===== src/hw/pin_cfg_pkg.sv =====
// constants for the four-pin configuration block: register map, field layout,
// reset values and debounce timing.
// assumes a 25 MHz block clock and 8-bit register accesses.
package pin_cfg_pkg;

  // block clock period in ns
  localparam int CLOCK_NS = 40;

  // register offsets, one byte register per pin
  localparam logic [7:0] PIN2_CONFIG_ADDR = 8'h62;
  localparam logic [7:0] PIN3_CONFIG_ADDR = 8'h63;
  localparam logic [7:0] PIN4_CONFIG_ADDR = 8'h64;
  localparam logic [7:0] PIN5_CONFIG_ADDR = 8'h65;
  localparam int NUM_PINS = 4;

  // field positions
  localparam int SLEEP_BIT = 7;
  localparam int SEL_HI = 6;
  localparam int SEL_LO = 5;
  localparam int DEBOUNCE_SELECT_BIT = 4;
  localparam int PULLDOWN_ENABLE_BIT = 3;
  localparam int DIR_BIT = 2;
  localparam int PAD_LEVEL_BIT = 1;
  localparam int SET_BIT = 0;

  // index of each special pin inside the four-pin arrays
  localparam int PIN2_IDX = 0;
  localparam int PIN3_IDX = 1;

  // stored bits reset with pulldown on, everything else clear
  localparam logic [7:0] CONFIG_RESET = 8'h08;
  // pad level reads high until the debouncer has seen otherwise
  localparam logic PAD_LEVEL_RESET = 1'h1;
  // writable bits per pin, index 0 is pin 2; reserved and status bits are absent
  localparam logic [3:0][7:0] WRITE_MASK = {8'h1d, 8'h1d, 8'h7d, 8'h9d};

  // output source codes of pin 3
  typedef enum logic [1:0] {
    SRC_REGISTER = 2'h0,
    SRC_LED_PULSE = 2'h1,
    SRC_PWM = 2'h2
  } source_t;

  // debounce timing; fast figures in ns, slow ones in ms
  localparam int TICK_FAST_PS = 30500000 / 1000;  // 30.5 us expressed in ns
  localparam int DEBOUNCE_FAST_NS = 91500;
  localparam int TICK_SLOW_MS = 50;
  localparam int DEBOUNCE_SLOW_MS = 150;
  // tick periods in cycles; a least time rounds up
  localparam int TICK_FAST_CYC = (TICK_FAST_PS + CLOCK_NS - 1) / CLOCK_NS;
  localparam int TICK_SLOW_CYC = (TICK_SLOW_MS * 1000000 + CLOCK_NS - 1) / CLOCK_NS;
  localparam int FAST_W = $clog2(TICK_FAST_CYC);
  localparam logic [FAST_W-1:0] TICK_FAST_LAST = FAST_W'(TICK_FAST_CYC - 1);
  // agreeing samples needed; both modes come to the same count
  localparam int DEBOUNCE_SAMPLES = DEBOUNCE_FAST_NS / TICK_FAST_PS;
  localparam int DEB_CNT_W = 2;

endpackage


===== src/hw/pin_config_two_to_five.sv =====
// configuration, output steering and debounced status for four pads (pins 2 to 5).
// assumes register strobes, sleep and sequencing inputs, led pulse and pwm come from
// logic on the same clock; only the pad inputs and arst_n are asynchronous.
//
// Contract
// RULE1 - pin 2 bit 7 set forces the pad to an output driven low in sleep.
// RULE2 - sleep force-low acts only in sleep and only when pin 2 owns a slot.
// RULE3 - debounce select clear: 91.5 us debounce on a 30.5 us sample tick.
// RULE4 - debounce select set: 150 ms debounce on a 50 ms sample tick.
// RULE5 - bit 3 enables the pad pulldown; it resets to one.
// RULE6 - power-off reset clears pin 2 pulldown enable when pin 2 is sequenced.
// RULE7 - bit 2 picks direction, zero input, one output; resets to zero.
// RULE8 - power-off reset sets pin 2 direction to output when pin 2 is sequenced.
// RULE9 - bit 1 is read-only and returns the pad level; it reads one after reset.
// RULE10 - bit 0 holds the value driven onto an output pad; resets to zero.
// RULE11 - pin 3 bits 6:5 pick source: register value, led pulse or pwm.
// RULE12 - all four registers return to reset values on general reset.
// RULE13 - reserved bits ignore writes and read zero; input pads are never driven.
//
// Strobed register access was decided locally.
`timescale 1ns/1ns
module pin_config_two_to_five
#(
  parameter int TICK_SLOW_CYC = pin_cfg_pkg::TICK_SLOW_CYC
)
(
  input wire logic clock,
  input wire logic arst_n,
  // register port
  input wire logic [7:0] reg_addr,
  input wire logic [7:0] reg_wdata,
  input wire logic reg_wr,
  input wire logic reg_rd,
  output logic [7:0] reg_rdata,
  // power-management state
  input wire logic sleep_active,
  input wire logic pin2_in_sequence,
  input wire logic power_off_reset,
  // alternate output sources for pin 3
  input wire logic second_led_pulse,
  input wire logic pwm_out,
  // pads, index 0 is pin 2
  input wire logic [3:0] pad_in,
  output logic [3:0] pad_out,
  output logic [3:0] pad_oe_n,
  output logic [3:0] pad_pulldown
);

  localparam int SLOW_W = $clog2(TICK_SLOW_CYC);
  localparam logic [SLOW_W-1:0] TICK_SLOW_LAST = SLOW_W'(TICK_SLOW_CYC - 1);
  localparam int NP = pin_cfg_pkg::NUM_PINS;

  typedef struct packed {
    logic [NP-1:0][7:0] cfg_r;
    logic [7:0] rdata_r;
    logic [NP-1:0] out_r;
    logic [NP-1:0] oe_n_r;
    logic [NP-1:0] pd_r;
    logic [pin_cfg_pkg::FAST_W-1:0] fast_cnt_r;
    logic [SLOW_W-1:0] slow_cnt_r;
    logic tick_fast_r;
    logic tick_slow_r;
  } state_t;

  typedef struct packed {
    logic valid;
    logic [1:0] idx;
  } hit_t;

  state_t state_r;
  state_t state_nxt;
  logic [1:0] rst_sync_r;
  logic rst_n;
  logic [NP-1:0] level;
  logic [NP-1:0] sample_tick;
  hit_t wr_hit;
  hit_t rd_hit;

  // address decode shared by the write and read paths
  function automatic hit_t decode_addr(input logic [7:0] addr);
    hit_t h;
    h = '0;
    if (addr == pin_cfg_pkg::PIN2_CONFIG_ADDR)
    begin
      h = '{valid: 1'b1, idx: 2'h0};
    end
    else if (addr == pin_cfg_pkg::PIN3_CONFIG_ADDR)
    begin
      h = '{valid: 1'b1, idx: 2'h1};
    end
    else if (addr == pin_cfg_pkg::PIN4_CONFIG_ADDR)
    begin
      h = '{valid: 1'b1, idx: 2'h2};
    end
    else if (addr == pin_cfg_pkg::PIN5_CONFIG_ADDR)
    begin
      h = '{valid: 1'b1, idx: 2'h3};
    end
    return h;
  endfunction

  // reset release is synchronised; assertion stays asynchronous
  always_ff @(posedge clock or negedge arst_n)
  begin
    if (!arst_n)
    begin
      rst_sync_r <= 2'h0;
    end
    else
    begin
      rst_sync_r <= {rst_sync_r[0], 1'b1};
    end
  end

  assign rst_n = rst_sync_r[1];
  assign wr_hit = decode_addr(reg_addr);
  assign rd_hit = decode_addr(reg_addr);

  // each pin samples on the tick its debounce select asks for
  genvar g;
  generate
    for (g = 0; g < NP; g++)
    begin : pin_inputs
      assign sample_tick[g] = state_r.cfg_r[g][pin_cfg_pkg::DEBOUNCE_SELECT_BIT]
        ? state_r.tick_slow_r   // [RULE4]
        : state_r.tick_fast_r;  // [RULE3]
      pin_debounce u_debounce
      (
        .clock(clock),
        .rst_n(rst_n),
        .pad_raw(pad_in[g]),
        .sample_tick(sample_tick[g]),
        .level(level[g])
      );
    end
  endgenerate

  // next state of the whole block
  always_comb
  begin
    logic drive;
    logic value;
    drive = 1'b0;
    value = 1'b0;
    state_nxt = state_r;

    // tick dividers; the slow one is a parameter so simulation can shorten it
    state_nxt.tick_fast_r = 1'b0;
    if (state_r.fast_cnt_r == pin_cfg_pkg::TICK_FAST_LAST)
    begin
      state_nxt.fast_cnt_r = '0;
      state_nxt.tick_fast_r = 1'b1;  // [RULE3]
    end
    else
    begin
      state_nxt.fast_cnt_r = state_r.fast_cnt_r + pin_cfg_pkg::FAST_W'(1);
    end
    state_nxt.tick_slow_r = 1'b0;
    if (state_r.slow_cnt_r == TICK_SLOW_LAST)
    begin
      state_nxt.slow_cnt_r = '0;
      state_nxt.tick_slow_r = 1'b1;  // [RULE4]
    end
    else
    begin
      state_nxt.slow_cnt_r = state_r.slow_cnt_r + SLOW_W'(1);
    end

    // software write; the mask drops reserved and status bits
    if (reg_wr && wr_hit.valid)
    begin
      state_nxt.cfg_r[wr_hit.idx] = reg_wdata & pin_cfg_pkg::WRITE_MASK[wr_hit.idx];  // [RULE13]
    end

    // power-off reset takes over pin 2 and wins over a write in the same cycle
    if (power_off_reset && pin2_in_sequence)
    begin
      state_nxt.cfg_r[pin_cfg_pkg::PIN2_IDX][pin_cfg_pkg::PULLDOWN_ENABLE_BIT] = 1'b0;  // [RULE6]
      state_nxt.cfg_r[pin_cfg_pkg::PIN2_IDX][pin_cfg_pkg::DIR_BIT] = 1'b1;  // [RULE8]
    end

    // read data live for one cycle only, zero otherwise or when unmapped
    state_nxt.rdata_r = 8'h00;
    if (reg_rd && rd_hit.valid)
    begin
      state_nxt.rdata_r = state_r.cfg_r[rd_hit.idx];
      state_nxt.rdata_r[pin_cfg_pkg::PAD_LEVEL_BIT] = level[rd_hit.idx];  // [RULE9]
    end

    // pad steering, registered so the pins never glitch on decode
    for (int i = 0; i < NP; i++)
    begin
      drive = state_r.cfg_r[i][pin_cfg_pkg::DIR_BIT];  // [RULE7]
      value = state_r.cfg_r[i][pin_cfg_pkg::SET_BIT];  // [RULE10]
      if (i == pin_cfg_pkg::PIN3_IDX)
      begin
        // the unused code falls back to the register value
        case (pin_cfg_pkg::source_t'(state_r.cfg_r[i][pin_cfg_pkg::SEL_HI:pin_cfg_pkg::SEL_LO]))
          pin_cfg_pkg::SRC_LED_PULSE: value = second_led_pulse;  // [RULE11]
          pin_cfg_pkg::SRC_PWM: value = pwm_out;  // [RULE11]
          default: value = state_r.cfg_r[i][pin_cfg_pkg::SET_BIT];  // [RULE11]
        endcase
      end
      if (i == pin_cfg_pkg::PIN2_IDX && sleep_active && pin2_in_sequence
          && state_r.cfg_r[i][pin_cfg_pkg::SLEEP_BIT])
      begin
        drive = 1'b1;  // [RULE1] [RULE2]
        value = 1'b0;  // [RULE1]
      end
      state_nxt.out_r[i] = drive & value;  // [RULE13]
      state_nxt.oe_n_r[i] = ~drive;  // [RULE13]
      state_nxt.pd_r[i] = state_r.cfg_r[i][pin_cfg_pkg::PULLDOWN_ENABLE_BIT];  // [RULE5]
    end
  end

  // single state register; general reset restores every configuration register
  always_ff @(posedge clock or negedge rst_n)
  begin
    if (!rst_n)
    begin
      state_r.cfg_r <= {NP{pin_cfg_pkg::CONFIG_RESET}};  // [RULE12] [RULE5] [RULE7] [RULE10]
      state_r.rdata_r <= 8'h00;
      state_r.out_r <= '0;
      state_r.oe_n_r <= '1;  // pads released as inputs
      state_r.pd_r <= '1;  // [RULE5]
      state_r.fast_cnt_r <= '0;
      state_r.slow_cnt_r <= '0;
      state_r.tick_fast_r <= 1'b0;
      state_r.tick_slow_r <= 1'b0;
    end
    else
    begin
      state_r <= state_nxt;
    end
  end

  // outputs straight from the state register
  assign reg_rdata = state_r.rdata_r;
  assign pad_out = state_r.out_r;
  assign pad_oe_n = state_r.oe_n_r;
  assign pad_pulldown = state_r.pd_r;

endmodule


===== src/hw/pin_debounce.sv =====
// one-pin input synchroniser and debouncer.
// assumes sample_tick is a one-cycle enable on the block clock.
`timescale 1ns/1ns
module pin_debounce
(
  input wire logic clock,
  input wire logic rst_n,
  input wire logic pad_raw,
  input wire logic sample_tick,
  output logic level
);

  typedef struct packed {
    logic sync1_r;
    logic sync2_r;
    logic [pin_cfg_pkg::DEB_CNT_W-1:0] agree_r;
    logic level_r;
  } deb_state_t;

  deb_state_t state_r;
  deb_state_t state_nxt;

  // a new level is taken only after enough ticks in a row all disagree with the old one
  always_comb
  begin
    state_nxt = state_r;
    state_nxt.sync1_r = pad_raw;
    state_nxt.sync2_r = state_r.sync1_r;
    if (sample_tick)
    begin
      if (state_r.sync2_r == state_r.level_r)
      begin
        state_nxt.agree_r = '0;
      end
      else if (state_r.agree_r == pin_cfg_pkg::DEB_CNT_W'(pin_cfg_pkg::DEBOUNCE_SAMPLES - 1))
      begin
        state_nxt.level_r = state_r.sync2_r;
        state_nxt.agree_r = '0;
      end
      else
      begin
        state_nxt.agree_r = state_r.agree_r + pin_cfg_pkg::DEB_CNT_W'(1);
      end
    end
  end

  // level starts high so the status bit reads one out of reset
  always_ff @(posedge clock or negedge rst_n)
  begin
    if (!rst_n)
    begin
      state_r.sync1_r <= 1'h0;
      state_r.sync2_r <= 1'h0;
      state_r.agree_r <= '0;
      state_r.level_r <= pin_cfg_pkg::PAD_LEVEL_RESET;
    end
    else
    begin
      state_r <= state_nxt;
    end
  end

  assign level = state_r.level_r;

endmodule


===== config.mk =====
export PLATFORM = sky130hd
export DESIGN_NAME = pin_config_two_to_five
export DESIGN_NICKNAME = d
export VERILOG_FILES = /design/src/hw/pin_cfg_pkg.sv /design/src/hw/pin_config_two_to_five.sv /design/src/hw/pin_debounce.sv
export SDC_FILE = /design/constraint.sdc
export NUM_CORES = 1
export LEC_CHECK = 0
export BUFFER_PORTS_ARGS = -buffer_cell sky130_fd_sc_hd__buf_2
export CAP_MARGIN = 10
export CELL_PAD_IN_SITES_DETAIL_PLACEMENT = 1
export CELL_PAD_IN_SITES_GLOBAL_PLACEMENT = 1
export CORE_ASPECT_RATIO = 2
export CORE_MARGIN = 4
export CORE_UTILIZATION = 44
export CTS_BUF_LIST = sky130_fd_sc_hd__clkbuf_8
export CTS_CLUSTER_SIZE = 16
export DETAILED_ROUTE_END_ITERATION = 7
export PLACE_DENSITY_LB_ADDON = 0.1
export SETUP_SLACK_MARGIN = 0.5
export SLEW_MARGIN = 20
export SYNTH_ARGS = -nofsm -noshare
export SYNTH_HDL_FRONTEND = slang
export SYNTH_SLANG_ARGS = --single-unit
export TNS_END_PERCENT = 1

===== constraint.sdc =====
create_clock -name clock -period 2.9 [get_ports clock]
set_input_delay 0.58 -clock clock [delete_from_list [all_inputs] [get_ports clock]]
set_output_delay 0.58 -clock clock [all_outputs]
set_load 0.1 [all_outputs]

[Word level (Yosys, flattened, before mapping)]
Cells that the tools add are included.
Word-level totals
  input port bits: 29
  logic and storage cells: 113
  bits in registers: 107
Operators by class
  reduce and logical (&&, ||, !) cells: 11
  eq/ne operators: 16
  muxes and demuxes: 35
  $add $sub $neg: 6
  bitwise gates (word level): 13
  magnitude comparators: 2
Operators by type and width (count)
  binary-select mux 8 bit (select 2 bit): 2
  bitwise mux 32 bit: 1
  == test 8 x 7 -> 1 bit (second input constant): 4
  2-to-1 mux 8 bit: 4
  adder 21 x 1 -> 21 bit (second input constant): 1
  == test 21 bit (second input constant): 1
  2-to-1 mux 21 bit: 1
  2-to-1 mux 2 bit: 9
  demux 8 bit (select 2 bit): 1
  2-to-1 mux 3 bit: 4
  AND reduction 3 bit: 4
  adder 10 x 1 -> 10 bit (second input constant): 1
  == test 10 bit (second input constant): 1
  == test 2 bit (second input constant): 5
  2-to-1 mux 10 bit: 1
  2-to-1 mux 1 bit: 9
  adder 2 x 1 -> 2 bit (second input constant): 4
  AND 8 bit: 1
  NOT 1 bit: 8
  logical AND 1 bit: 6
  AND 1 bit: 4
  == test 1 bit: 4
  2-to-1 mux 4 bit: 1
  less-than comparator 2 x 3 -> 1 bit (second input constant): 1
  other kinds (5): 5

[Logic depth before layout (Yosys ltp)]
  depth in word-level cells: 12
  depth in mapped cells: 6
  mapped depth without buffers: 6

[Modules after synthesis]
From an unflattened synthesis, not the netlist that was laid out.
Unflattened totals
  cells, all modules: 379
  area total of the unflattened synthesis: 4504.3 sq um
By module, submodules not included
  pin_config_two_to_five: area each 3743.6 sq um, times used 1, cells each 323, seq. area each 2092.0 sq um
  pin_debounce: area each 190.2 sq um, times used 4, cells each 14, seq. area each 126.4 sq um

[Worst setup path after synthesis]
Ideal clock, no wire load.
  path kind: input port to flip-flop
  start point: input reg_addr[4]
  end point: register state_r[61] (netlist bit)
  required time: 2.773 ns
  stages: 5
  data arrival time: 1.777 ns
  library setup time: 0.127 ns
  path slack: 0.995 ns
  path through: nand2b_1 > nor4_4 > and2_1 > buf_4 > mux2_1
On the way
  longest elaborated chain between the ends: 10
  elaborated cells between the ends (all ways): 18
RTL lines
  start, declared: RTL line pin_config_two_to_five.sv:30  | input wire logic [7:0] reg_addr,
  == test 8 x 7 -> 1 bit: RTL line pin_config_two_to_five.sv:95  | else if (addr == pin_cfg_pkg::PIN5_CONFIG_ADDR)
  2-to-1 mux 3 bit: RTL line pin_config_two_to_five.sv:95
  2-to-1 mux 3 bit: RTL line pin_config_two_to_five.sv:91  | else if (addr == pin_cfg_pkg::PIN4_CONFIG_ADDR)
  2-to-1 mux 3 bit: RTL line pin_config_two_to_five.sv:87  | else if (addr == pin_cfg_pkg::PIN3_CONFIG_ADDR)
  2-to-1 mux 3 bit (*): RTL line pin_config_two_to_five.sv:83  | if (addr == pin_cfg_pkg::PIN2_CONFIG_ADDR)
  less-than comparator 2 x 3 -> 1 bit (not written as such) or greater-or-equal comparator 2 x 1 -> 1 bit (tied branches): RTL line pin_config_two_to_five.sv:172  | state_nxt.cfg_r[wr_hit.idx] = reg_wdata & pin_cfg_pkg::WRITE_MASK[wr_hit.idx];
  logical AND 1 bit (not written as such): RTL line pin_config_two_to_five.sv:172
  2-to-1 mux 8 bit (not written as such): RTL line pin_config_two_to_five.sv:172
  demux 8 bit (select 2 bit): RTL line pin_config_two_to_five.sv:172
  bitwise mux 32 bit: RTL line pin_config_two_to_five.sv:172
  end signal, assigned: RTL line pin_config_two_to_five.sv:233  | state_r <= state_nxt;
  end, declared: RTL line pin_config_two_to_five.sv:70  | state_t state_r;
Every way passes the cells marked *; elsewhere a longest branch is shown, timed or not. The select of a mux whose other input is x is not followed.
A chain may end at the register's enable or synchronous reset.

==> flow_summary.json <==
{
  "p_leak_nw": 2.326,
  "drt-total-wl_um": 9238,
  "fin_setup_tns_ns": 0,
  "tightest_slew_ns": 0.7993,
  "globalRouteTotalUtil_pct": 16.87,
  "finalClockSkew_ns": 0.006217,
  "die_x_um": 79.43,
  "async_flop_share_pct": 100.0,
  "r2r_start": "state_r[2]$_DFF_PN0_",
  "holdWs_ns": 0.2993,
  "crit_path_end": "reg_rdata[4]$_DFF_PN0_",
  "cts_setup_buffers": 0,
  "cts_max_path_buffers": 2,
  "rsz0062_at_grt": "false",
  "core_um2": 9827,
  "period_minus_slack_ns": 1.988,
  "synthFlopType": "dfrtp_1",
  "yosysTopAreaCell": "dfrtp_1",
  "antenna_found_initial": 0,
  "drt_iter0_markers": 140,
  "final_cell_area_um2": 4918,
  "vias": 2863,
  "place_congestion": 0.7929,
  "cp.arrival_ns": 2.22,
  "final_hold_viol_count": 0,
  "yosysMostFrequentCell": "dfrtp_1",
  "slew_violations": 0,
  "synthesis.nets": 402,
  "reg2reg_slack_ns": 1.03,
  "ant_nets": 0,
  "drc_errors": 0,
  "fin_crit_sh_pct": 68.54,
  "power_mw": 2.385,
  "max_stage_delay_ns": 0.53,
  "dr.pass1.iters": 4,
  "ir_drop_mv": 0.2655,
  "cts_resized": 0,
  "yosys_warnings": 0,
  "final-setup-viol-count": 0,
  "avgRoutedWirePerCell_um": 17.04,
  "start_kind": "input pin",
  "diodes": 0,
  "slew_headroom_pct": 46.48,
  "io_pins": 49,
  "multi_input_area_um2": 1677,
  "root_buffer": "clkbuf_8",
  "place_hpwl_um": 6830,
  "start_util_pct": 45.68,
  "grt_pass1_wl_um": 15380,
  "maxCapViolCount": 0,
  "hold_path.class": "reg2async",
  "cts.sinks": 103,
  "fmax_mhz": 503.1,
  "ys_top_cells_by_area": "dfrtp_1 (48%), dfstp_2 (9.4%), mux2_2 (5.3%), buf_4 (3.5%), xnor2_1 (2.7%)",
  "end_kind": "register",
  "dpl-instance-area_um2": 4751,
  "synthTopCellsByCount": "dfrtp_1 (87), nor2_1 (32), buf_4 (21), mux2_2 (21), nand2_1 (17)",
  "clock_latency_ns": 0.36,
  "grt_start_max_net_pins": 67,
  "regArea_um2": 2601,
  "ctsHoldBuffers": 1,
  "syn_inst": 368,
  "dieArea_um2": 11980,
  "syn-cell-area_um2": 4489,
  "clkTransAtPathRegs_ns": 0.09,
  "std_cell_rows": 51,
  "synth-seq-cells": 103,
  "critical_path_peak_fanout": 13,
  "vias_per_cell": 5.282,
  "stdcell_count": 542,
  "syn_area_per_cell_um2": 12.20,
  "netlist.area_leader.share_pct": 48.49,
  "path_class": "in2reg",
  "cp_cell_sequence": "buf_2 > and3b_1 > o211ai_1 > a222oi_1 > nor2_1",
  "slowest_stage": "a222oi_1",
  "cts_buffers": 9,
  "power_density_nw_per_um2": 484.9,
  "rr_worst_depth": 5,
  "yosys.cell_types.count": 48,
  "nets": 439,
  "io_buffers": 47,
  "cts_tree": "done",
  "crit_start": "reg_addr[0]",
  "grt_pass1_vias": 3197,
  "worst_r2r_endpoint": "state_r[14]$_DFF_PN0_",
  "overflow": 0,
  "fillCellCount": 1103,
  "crit_required_ns": 3.13,
  "placedCellCount": 525,
  "drive_gt1_share_pct": 26.59,
  "area_growth_pct": 9.560,
  "htreeDepth": 3,
  "synth-edff-count": 0,
  "status": "complete, no violations",
  "die_height_um": 150.9,
  "synth-seq-area-share_pct": 57.86
}
## kinds of logic (layout without fill, tap and decap cells)
family | count (synthesis) | after routing | share of synthesized area, %
and+or+nand+nor | 128 | 128 | 16.25
DFF | 103 | 103 | 57.86
muxes | 35 | 35 | 8.556
buffers and inverters | 35 | 77 | 4.794
AOI/OAI and AO/OA | 34 | 34 | 5.797
xor gates and xnor gates | 27 | 27 | 5.268
adders and majority gates | 5 | 5 | 1.394
other | 1 | 1 | 0.08353
## flip-flops by register name, summed over array words and instances (netlist names)
signal / count
pin_inputs.u_debounce.state_nxt: 4
pin_inputs.u_debounce.state_r: 12
pad_oe_n: 4
reg_rdata: 8
pad_pulldown: 4
state_nxt: 4
pad_out: 4
rst_sync_r: 2
state_r: 57
pin_inputs.u_debounce.level: 4
## layout make-up
class	instances	area share, %
clock buffers	9	2.518
clock inverters	7	0.6868
inverters	10	0.7632
multi-input cells	230	34.09
flip-flops and latches	103	52.89
well taps	132	3.358
repair buffers	51	5.698
## metal layers
metal | global-route usage, % | part of all wire [%]
met5 | 0 | 0
met4 | 7.487 | 1.6
met3 | 2.738 | 2.7
met2 | 33.12 | 60
met1 | 16.70 | 36
## stage by stage
stage	worst slack [ns]	util [%]
3_5_place_dp	0.5512	48.34
5_1_grt	0.8863	50.05
3_3_place_gp	0.5478	48.34
6_report	0.9123	50.05
4_1_cts	0.9565	50.05
2_1_floorplan	0.9951	-
## critical path, delay by kind of cell
kind	cells	cell delay (ns)
AOI/OAI and AO/OA	2	0.87
and+or+nand+nor	2	0.45
buffers and inverters	1	0.31
## where the power goes
| part | leakage [nW] | internal (mW) | switching [mW] | total [mW] |
|---|---|---|---|---|
| clock network | 0.0926 | 0.299 | 0.460 | 0.759 |
| logic | 0.903 | 0.0439 | 0.0938 | 0.138 |
| registers | 1.33 | 1.46 | 0.0244 | 1.49 |
## worst min path at each step
stage	from	to	slack (ns)
after detailed placement	rst_sync_r[1]$_DFF_PN0_	pad_out[1]$_DFF_PN0_	0.32
final	rst_sync_r[1]$_DFF_PN0_	pad_out[1]$_DFF_PN0_	0.30
after global placement	rst_sync_r[1]$_DFF_PN0_	pad_out[1]$_DFF_PN0_	0.31
after CTS	pad_in[0]	pin_inputs[0].u_debounce.state_nxt[3]$_DFF_PN0_	0.29
after floorplan	arst_n	rst_sync_r[0]$_DFF_PN0_	0.28
after global routing	pad_in[0]	pin_inputs[0].u_debounce.state_nxt[3]$_DFF_PN0_	0.30
## layout by cell type, fill, tap and decap left out, drive strengths merged, types with 3 or more instances in the layout
cell type / count
or3: 3
nor3b: 3
clkbuf: 9
nor2b: 7
and2: 10
nand2: 17
dfstp: 16
nor3: 5
a22oi: 3
a21o: 3
nor2: 33
ha: 5
nor4b: 4
o21ai: 7
xor2: 13
dfrtp: 87
nand2b: 7
and4: 6
mux2: 27
inv: 13
a222oi: 5
nand4: 12
nor4: 3
xnor2: 14
a21oi: 5
clkinv: 3
buf: 50
nand3: 12
mux2i: 8
Power figures use the tool's default switching activity.
